==> src/rtl/agc_pkg.sv <==
/*
  Constants for the angle path with axis gain correction.
  Assumes a single 25 MHz clock domain and signed 16-bit axis codes.
*/
package agc_pkg;

  // ----------------------------------------------------------------
  // Field encodings
  // ----------------------------------------------------------------
  localparam logic [1:0] AGC_TGT_NONE = 2'h0;
  localparam logic [1:0] AGC_TGT_X = 2'h1;
  localparam logic [1:0] AGC_TGT_Y = 2'h2;
  localparam logic [1:0] AGC_AXIS_X = 2'h0;
  localparam logic [1:0] AGC_AXIS_Y = 2'h1;
  localparam logic [1:0] AGC_AXIS_Z = 2'h2;
  localparam logic [1:0] AGC_PAIR_XY = 2'h1;
  localparam logic [1:0] AGC_PAIR_YZ = 2'h2;
  localparam logic [1:0] AGC_PAIR_XZ = 2'h3;

  // ----------------------------------------------------------------
  // Widths and scaling
  // ----------------------------------------------------------------
  localparam int AGC_GAIN_W = 10;
  localparam int AGC_GAIN_SHIFT = 10;
  localparam int AGC_ANG_W = 16;
  localparam int AGC_ITER = 14;

  typedef enum logic [2:0] {
    AGC_ST_IDLE = 3'b001,
    AGC_ST_ROT = 3'b010,
    AGC_ST_DONE = 3'b100
  } agc_state_e;

endpackage

==> src/rtl/agc_angle_axis.sv <==
/*
  Angle calculator: picks two axes, applies gain, runs a vectoring CORDIC.
  Assumes conv_done is a one-cycle pulse on clk when new axis codes are valid.
*/
`timescale 1ns/1ns
`default_nettype none
module agc_angle_axis
  import agc_pkg::*;
#(
  parameter int DATA_W = 16
) (
  // Clock and reset
  input wire logic clk,
  input wire logic resetn,
  input wire logic clk_en,
  // Configuration
  input wire logic [1:0] angle_axis_sel,
  input wire logic [1:0] gain_target_sel,
  input wire logic [AGC_GAIN_W-1:0] gain_value,
  // Axis codes from conversion
  input wire logic conv_done,
  input wire logic signed [DATA_W-1:0] axis_x,
  input wire logic signed [DATA_W-1:0] axis_y,
  input wire logic signed [DATA_W-1:0] axis_z,
  // Results
  output logic [AGC_ANG_W-1:0] angle_result,
  output logic [DATA_W+1:0] magnitude_result,
  output logic result_valid,
  output logic alert_conv_done
);

  localparam int W = DATA_W + 3;
  localparam int IW = $clog2(AGC_ITER + 1);
  // Half turn added when the vector is folded
  localparam logic [AGC_ANG_W-1:0] HALF_TURN = {1'b1, {(AGC_ANG_W-1){1'b0}}};

  // ----------------------------------------------------------------
  // Helpers
  // ----------------------------------------------------------------
  function automatic logic signed [DATA_W-1:0] pick(
    input logic [1:0] ax,
    input logic signed [DATA_W-1:0] x,
    input logic signed [DATA_W-1:0] y,
    input logic signed [DATA_W-1:0] z
  );
    case (ax)
      AGC_AXIS_X: pick = x;
      AGC_AXIS_Y: pick = y;
      default: pick = z;
    endcase
  endfunction

  function automatic logic signed [DATA_W-1:0] scale(
    input logic signed [DATA_W-1:0] v,
    input logic [AGC_GAIN_W-1:0] g
  );
    logic signed [DATA_W+AGC_GAIN_W:0] p;
    p = v * $signed({1'b0, g});
    scale = p[AGC_GAIN_SHIFT +: DATA_W];
  endfunction

  // Atan table, full circle mapped to 2^AGC_ANG_W
  function automatic logic [AGC_ANG_W-1:0] atan_lut(input logic [IW-1:0] i);
    case (i)
      0: atan_lut = 16'h2000;
      1: atan_lut = 16'h12E4;
      2: atan_lut = 16'h09FB;
      3: atan_lut = 16'h0511;
      4: atan_lut = 16'h028B;
      5: atan_lut = 16'h0146;
      6: atan_lut = 16'h00A3;
      7: atan_lut = 16'h0051;
      8: atan_lut = 16'h0029;
      9: atan_lut = 16'h0014;
      10: atan_lut = 16'h000A;
      11: atan_lut = 16'h0005;
      12: atan_lut = 16'h0003;
      13: atan_lut = 16'h0001;
      default: atan_lut = 16'h0000;
    endcase
  endfunction

  // ----------------------------------------------------------------
  // Axis selection and gain
  // ----------------------------------------------------------------
  logic [1:0] ax_a;
  logic [1:0] ax_b;
  always_comb begin
    case (angle_axis_sel)
      AGC_PAIR_YZ: begin
        ax_a = AGC_AXIS_Y;
        ax_b = AGC_AXIS_Z;
      end
      AGC_PAIR_XZ: begin
        ax_a = AGC_AXIS_X;
        ax_b = AGC_AXIS_Z;
      end
      default: begin
        ax_a = AGC_AXIS_X;
        ax_b = AGC_AXIS_Y;
      end
    endcase
  end

  logic signed [DATA_W-1:0] raw_a;
  logic signed [DATA_W-1:0] raw_b;
  logic signed [DATA_W-1:0] in_a;
  logic signed [DATA_W-1:0] in_b;
  assign raw_a = pick(ax_a, axis_x, axis_y, axis_z);
  assign raw_b = pick(ax_b, axis_x, axis_y, axis_z);

  always_comb begin
    in_a = raw_a;
    in_b = raw_b;
    case (gain_target_sel)
      AGC_TGT_X: in_a = scale(raw_a, gain_value);
      AGC_TGT_Y: in_b = scale(raw_b, gain_value);
      default: begin
        in_a = raw_a;
        in_b = raw_b;
      end
    endcase
  end

  // ----------------------------------------------------------------
  // Vectoring CORDIC
  // ----------------------------------------------------------------
  agc_state_e state_ff;
  logic signed [W-1:0] cx_ff;
  logic signed [W-1:0] cy_ff;
  logic [AGC_ANG_W-1:0] cz_ff;
  logic [IW-1:0] iter_ff;

  // ----------------------------------------------------------------
  // Rotator step decode
  // ----------------------------------------------------------------
  logic fold;
  logic iter_last;
  logic done_st;
  logic signed [W-1:0] dx;
  logic signed [W-1:0] dy;
  logic [AGC_ANG_W-1:0] step_ang;
  assign fold = in_a[DATA_W-1];
  assign iter_last = (iter_ff == IW'(AGC_ITER - 1));
  assign done_st = (state_ff == AGC_ST_DONE);
  assign dx = cx_ff >>> iter_ff;
  assign dy = cy_ff >>> iter_ff;
  assign step_ang = atan_lut(iter_ff);

  always_ff @(posedge clk or negedge resetn) begin
    if (!resetn) begin
      state_ff <= AGC_ST_IDLE;
      cx_ff <= '0;
      cy_ff <= '0;
      cz_ff <= '0;
      iter_ff <= '0;
    end else if (clk_en) begin
      case (state_ff)
        AGC_ST_IDLE: begin
          if (conv_done) begin
            // Fold left half plane to cover the full circle
            if (fold) begin
              cx_ff <= -W'(in_a);
              cy_ff <= -W'(in_b);
              cz_ff <= HALF_TURN;
            end else begin
              cx_ff <= W'(in_a);
              cy_ff <= W'(in_b);
              cz_ff <= '0;
            end
            iter_ff <= '0;
            state_ff <= AGC_ST_ROT;
          end
        end
        AGC_ST_ROT: begin
          if (cy_ff < 0) begin
            cx_ff <= cx_ff - dy;
            cy_ff <= cy_ff + dx;
            cz_ff <= cz_ff - step_ang;
          end else begin
            cx_ff <= cx_ff + dy;
            cy_ff <= cy_ff - dx;
            cz_ff <= cz_ff + step_ang;
          end
          if (iter_last) begin
            state_ff <= AGC_ST_DONE;
          end
          iter_ff <= iter_ff + 1'b1;
        end
        AGC_ST_DONE: state_ff <= AGC_ST_IDLE;
        default: state_ff <= AGC_ST_IDLE;
      endcase
    end
  end

  // ----------------------------------------------------------------
  // Result registers and alert
  // ----------------------------------------------------------------
  always_ff @(posedge clk or negedge resetn) begin
    if (!resetn) begin
      angle_result <= '0;
      magnitude_result <= '0;
      result_valid <= 1'b0;
    end else if (clk_en) begin
      if (done_st) begin
        angle_result <= cz_ff;
        magnitude_result <= cx_ff[DATA_W+1:0];
        result_valid <= 1'b1;
      end
    end
  end

  always_ff @(posedge clk or negedge resetn) begin
    if (!resetn) begin
      alert_conv_done <= 1'b0;
    end else if (clk_en) begin
      alert_conv_done <= done_st;
    end
  end

endmodule
`default_nettype wire

==> config.mk <==
export PLATFORM = sky130hd
export DESIGN_NAME = agc_angle_axis
export DESIGN_NICKNAME = d
export VERILOG_FILES = /design/src/rtl/agc_pkg.sv /design/src/rtl/agc_angle_axis.sv
export SDC_FILE = /design/constraint.sdc
export NUM_CORES = 1
export LEC_CHECK = 0
export BUFFER_PORTS_ARGS = -buffer_cell sky130_fd_sc_hd__buf_2
export CORE_MARGIN = 2
export CORE_UTILIZATION = 65
export DETAILED_ROUTE_END_ITERATION = 12
export HOLD_SLACK_MARGIN = 0.12
export PLACE_DENSITY = 0.83
export SLEW_MARGIN = 20
export SYNTH_ARGS = -nofsm -noshare
export SYNTH_HDL_FRONTEND = slang
export SYNTH_SLANG_ARGS = --single-unit
==> constraint.sdc <==
create_clock -name clk -period 6.7 [get_ports clk]
set_input_delay 0.67 -clock clk [delete_from_list [all_inputs] [get_ports clk]]
set_output_delay 0.67 -clock clk [all_outputs]
set_load 0.05 [all_outputs]
==> PnR_summary.wiki <==
{| class="wikitable"
! Metric !! Value
|-
| Outcome || finished clean
|-
| Data required time of the worst path || 6990 ps
|-
| Number of instances in the synthesized netlist || 2622
|-
| Total of hold buffers inserted after clock tree synthesis || 0
|-
| Number of nets still failing antenna checks after routing || 0
|-
| TritonCTS clock tree || done
|-
| Chip height || 189 um
|-
| Average routed wire per standard cell || 20.2 um
|-
| Die footprint || 35800 um^2
|-
| Sequential cell area fraction in the yosys report || 0.109
|-
| Number of cell instances on the worst register-to-register path || 21
|-
| Top fanout value on the critical path || 7
|-
| CTS Root Cell || sky130_fd_sc_hd__clkbuf_16
|-
| Placement row count || 67
|-
| Crit path from || angle_axis_sel[0]
|-
| Total number of yosys warnings || 0
|-
| # port buffers || 101
|-
| First-iteration detailed-routing DRC count || 1754
|-
| Tightest Hold Check Type || in2async
|-
| Unrepaired setup endpoints after global routing || yes
|-
| Std-Cell Core Area || 33700 um^2
|-
| Share of final-layout standard cells stronger than drive strength 1 || 0.219
|-
| Kind of critical path || in2reg
|-
| H-tree Lvls || 3
|-
| Hold Slack || 326 ps
|-
| Via count of the routed design || 20500
|-
| Worst-margin pin slew || 988 ps
|-
| Ports || 102
|-
| Num CTS Buffers || 9
|-
| Worst reg2reg endpoint || cz_ff[14]
|-
| Top Usage Layer GRT || met2
|-
| Async set or reset register ratio after synthesis || 1.00
|-
| Primary FF master, synth || sky130_fd_sc_hd__dfrtp_1
|-
| Number of iterations in the first detailed-routing pass || 6
|-
| Final-stage net count || 3409
|-
| Count of distinct cell types in the synthesized netlist || 90
|-
| RD Place Congestion || 0.973
|-
| Drt total wl || 67400 um
|-
| Starting Density || 0.662
|-
| Register-to-Register Setup Slack || 590 ps
|-
| All-Layer GR Usage || 0.369
|-
| Post-route fraction of the period consumed by the critical path || 0.999
|-
| Fill cell total of the finished layout || 2309
|-
| Area taken by multi-input logic gates || 18400 um^2
|-
| Count of flip-flops with a built-in enable after synthesis || 0
|-
| Remaining routing DRC violations || 0
|-
| Synthesis-to-finish area growth || 16.6%
|-
| Via density per instance || 6.15
|-
| Grt met1 use || 0.455
|-
| Pin count of the biggest net entering global routing || 52
|-
| Area of all sequential standard cells || 2430 um^2
|-
| R2r startpoint || iter_ff[1]
|-
| Global routing met2 resource utilization || 0.645
|-
| Mean Syn Cell Area || 8.51 um^2
|-
| Width of the die || 189 um
|-
| Final core occ || 0.773
|-
| Commonest cells after routing, fill and taps aside || 380 x sky130_fd_sc_hd__inv_1, 304 x sky130_fd_sc_hd__nand2_1, 277 x sky130_fd_sc_hd__fa_1
|-
| Netlist Area Pre-Place || 22300 um^2
|-
| Largest clock skew in the final design || 15.0 ps
|-
| GR met3 Demand/Resource || 0.0424
|-
| Summed negative setup slack over all endpoints || 0 ps
|-
| Dpl hpwl || 53500 um
|-
| Total of max-cap violations || 0
|-
| Post-synthesis sequential element count || 97
|-
| Clk sinks || 97
|-
| CTS clock-pin slew for the worst setup and hold paths || 70 ps
|-
| Most common cell after layout, fill and taps aside || sky130_fd_sc_hd__inv_1
|-
| Via count of the first global-routing pass || 21300
|-
| Wire length of the first global-routing pass || 106000 um
|-
| Ant diodes || 0
|-
| Critical Path AT || 6990 ps
|-
| Final setup violation count || 0
|-
| Nature of the critical path startpoint || primary input
|-
| Clock latency reported for the late side of the worst-skew pair || 360 ps
|-
| Worst setup EP type || register
|-
| Endpoints failing hold || 0
|-
| Max transition margin || 0.340
|-
| Final Critical Period || 6700 ps
|-
| Final worst-path setup slack || 3.73 ps
|-
| Number of pins with negative max-slew slack in the final report || 0
|-
| Pre-CTS setup slack || -564 ps
|-
| Fmax achieved || 0.149 GHz
|-
| Antenna violations before repair || 0
|-
| Syn Nets || 3145
|-
| Aggregate global routing overflow || 0
|-
| Maximum clock path buffer count || 2
|}
[stage by stage]
stage / std cells / instance area (um^2)
final: 3339 / 26000
after global routing: 3339 / 26000
after CTS: 3323 / 25500
after detailed placement: 3301 / 25100
after global placement: 3301 / 25100
after floorplan: 2622 / 22600
[how the worst max path moves through the flow]
stage,to,slack (ps)
floorplan,cy_ff[13],-80
global placement,cy_ff[13],-400
detailed placement,cy_ff[6],-560
CTS,cy_ff[13],-30
global route,cx_ff[9],-170
finish,cy_ff[17],4
[cell families (layout without fill, tap and decap cells)]
logic type,after synthesis,count (layout),synth area share
AO/OA/AOI/OAI,474,474,0.137
XOR/XNOR,125,125,0.0490
adder cells (fa/ha/maj),457,457,0.352
buffers and inverters,523,792,0.0918
flip-flops,97,97,0.109
multiplexers,142,142,0.0864
AND/OR/NAND/NOR,804,804,0.175
[synth_stat cells (5+ instances only)]
cell type	number	area [um^2]
sky130_fd_sc_hd__a211o_1	6	52.6
sky130_fd_sc_hd__a211oi_1	16	120
sky130_fd_sc_hd__a21boi_0	7	52.6
sky130_fd_sc_hd__a21o_1	32	240
sky130_fd_sc_hd__a21oi_1	131	656
sky130_fd_sc_hd__a22oi_1	19	143
sky130_fd_sc_hd__a311oi_1	5	43.8
sky130_fd_sc_hd__a31o_2	6	52.6
sky130_fd_sc_hd__a31oi_1	21	131
sky130_fd_sc_hd__and2_1	147	920
sky130_fd_sc_hd__and3_1	15	93.8
sky130_fd_sc_hd__and4_1	5	43.8
sky130_fd_sc_hd__buf_1	6	22.5
sky130_fd_sc_hd__buf_2	10	50.1
sky130_fd_sc_hd__buf_6	7	78.8
sky130_fd_sc_hd__clkbuf_1	107	402
sky130_fd_sc_hd__dfrtp_1	96	2400
sky130_fd_sc_hd__fa_1	285	5710
sky130_fd_sc_hd__ha_1	172	2150
sky130_fd_sc_hd__inv_1	386	1450
sky130_fd_sc_hd__mux2_2	71	800
sky130_fd_sc_hd__mux2i_1	39	390
sky130_fd_sc_hd__mux4_1	5	131
sky130_fd_sc_hd__mux4_2	26	586
sky130_fd_sc_hd__nand2_1	315	1180
sky130_fd_sc_hd__nand2b_1	27	169
sky130_fd_sc_hd__nand3_1	33	165
sky130_fd_sc_hd__nand3b_1	5	37.5
sky130_fd_sc_hd__nand4_1	9	56.3
sky130_fd_sc_hd__nor2_1	132	495
sky130_fd_sc_hd__nor2b_1	40	250
sky130_fd_sc_hd__nor3_1	37	185
sky130_fd_sc_hd__o211ai_1	11	82.6
sky130_fd_sc_hd__o21a_1	11	82.6
sky130_fd_sc_hd__o21ai_0	91	455
sky130_fd_sc_hd__o21ai_1	18	90.1
sky130_fd_sc_hd__o21bai_1	7	52.6
sky130_fd_sc_hd__o22ai_1	23	144
sky130_fd_sc_hd__o31ai_1	16	120
sky130_fd_sc_hd__or2_2	8	50.1
sky130_fd_sc_hd__or3_1	10	62.6
sky130_fd_sc_hd__xnor2_1	78	683
sky130_fd_sc_hd__xor2_1	47	412
[sequential cells by signal, indices dropped and copies added (netlist names)]
name / flops
cz_ff: 16
iter_ff: 4
result_valid: 1
state_ff: 3
alert_conv_done: 1
cx_ff: 19
magnitude_result: 18
cy_ff: 19
angle_result: 16
[cell type report]
| class | count | share of cell area |
|---|---|---|
| tap | 448 | 0.0215 |
| clock buffer | 12 | 0.00947 |
| sequential | 97 | 0.0934 |
| timing repair buffer | 388 | 0.109 |
| clock inverter | 4 | 0.00245 |
| inverter | 388 | 0.0559 |
| multi-input combinational | 2002 | 0.708 |
[what timing repair did]
item / in CTS / in global routing
gates resized for setup: 14 / 94
hold endpoints to repair: 0 / 0
endpoints found under the setup margin: 27 / 31
gates cloned: 0 / 3
buffers inserted: 6 / 15
pin swaps: 5 / 59
[per-layer routing]
layer | vias up | part of all wire
met2 | 1051 | 0.49
met1 | 10100 | 0.38
met3 | 241 | 0.074
met4 | 0 | 0.052
met5 | - | 0
li1 | 9162 | -
[critical path, cell delays in order]
cell and delay, ps:
sky130_fd_sc_hd__buf_2 110, sky130_fd_sc_hd__nand2b_4 190, sky130_fd_sc_hd__buf_6 150, sky130_fd_sc_hd__mux2_4 250, sky130_fd_sc_hd__buf_4 120, sky130_fd_sc_hd__nand2_1 80
sky130_fd_sc_hd__fa_1 530, sky130_fd_sc_hd__inv_1 60, sky130_fd_sc_hd__fa_1 500, sky130_fd_sc_hd__fa_1 500, sky130_fd_sc_hd__fa_1 490, sky130_fd_sc_hd__inv_1 50
sky130_fd_sc_hd__fa_1 510, sky130_fd_sc_hd__inv_1 80, sky130_fd_sc_hd__ha_4 290, sky130_fd_sc_hd__nand2_1 70, sky130_fd_sc_hd__and3_4 180, sky130_fd_sc_hd__a21boi_4 170
sky130_fd_sc_hd__a31oi_4 50, sky130_fd_sc_hd__o311a_1 390, sky130_fd_sc_hd__a21o_1 200, sky130_fd_sc_hd__and3_4 180, sky130_fd_sc_hd__o31a_1 370, sky130_fd_sc_hd__buf_12 180
sky130_fd_sc_hd__buf_4 150, sky130_fd_sc_hd__o21ai_0 270, sky130_fd_sc_hd__a31oi_2 80, sky130_fd_sc_hd__nor2_1 120
Power is not shown: default switching activity piles up to over one toggle a cycle in this logic, so the estimate is an artifact.
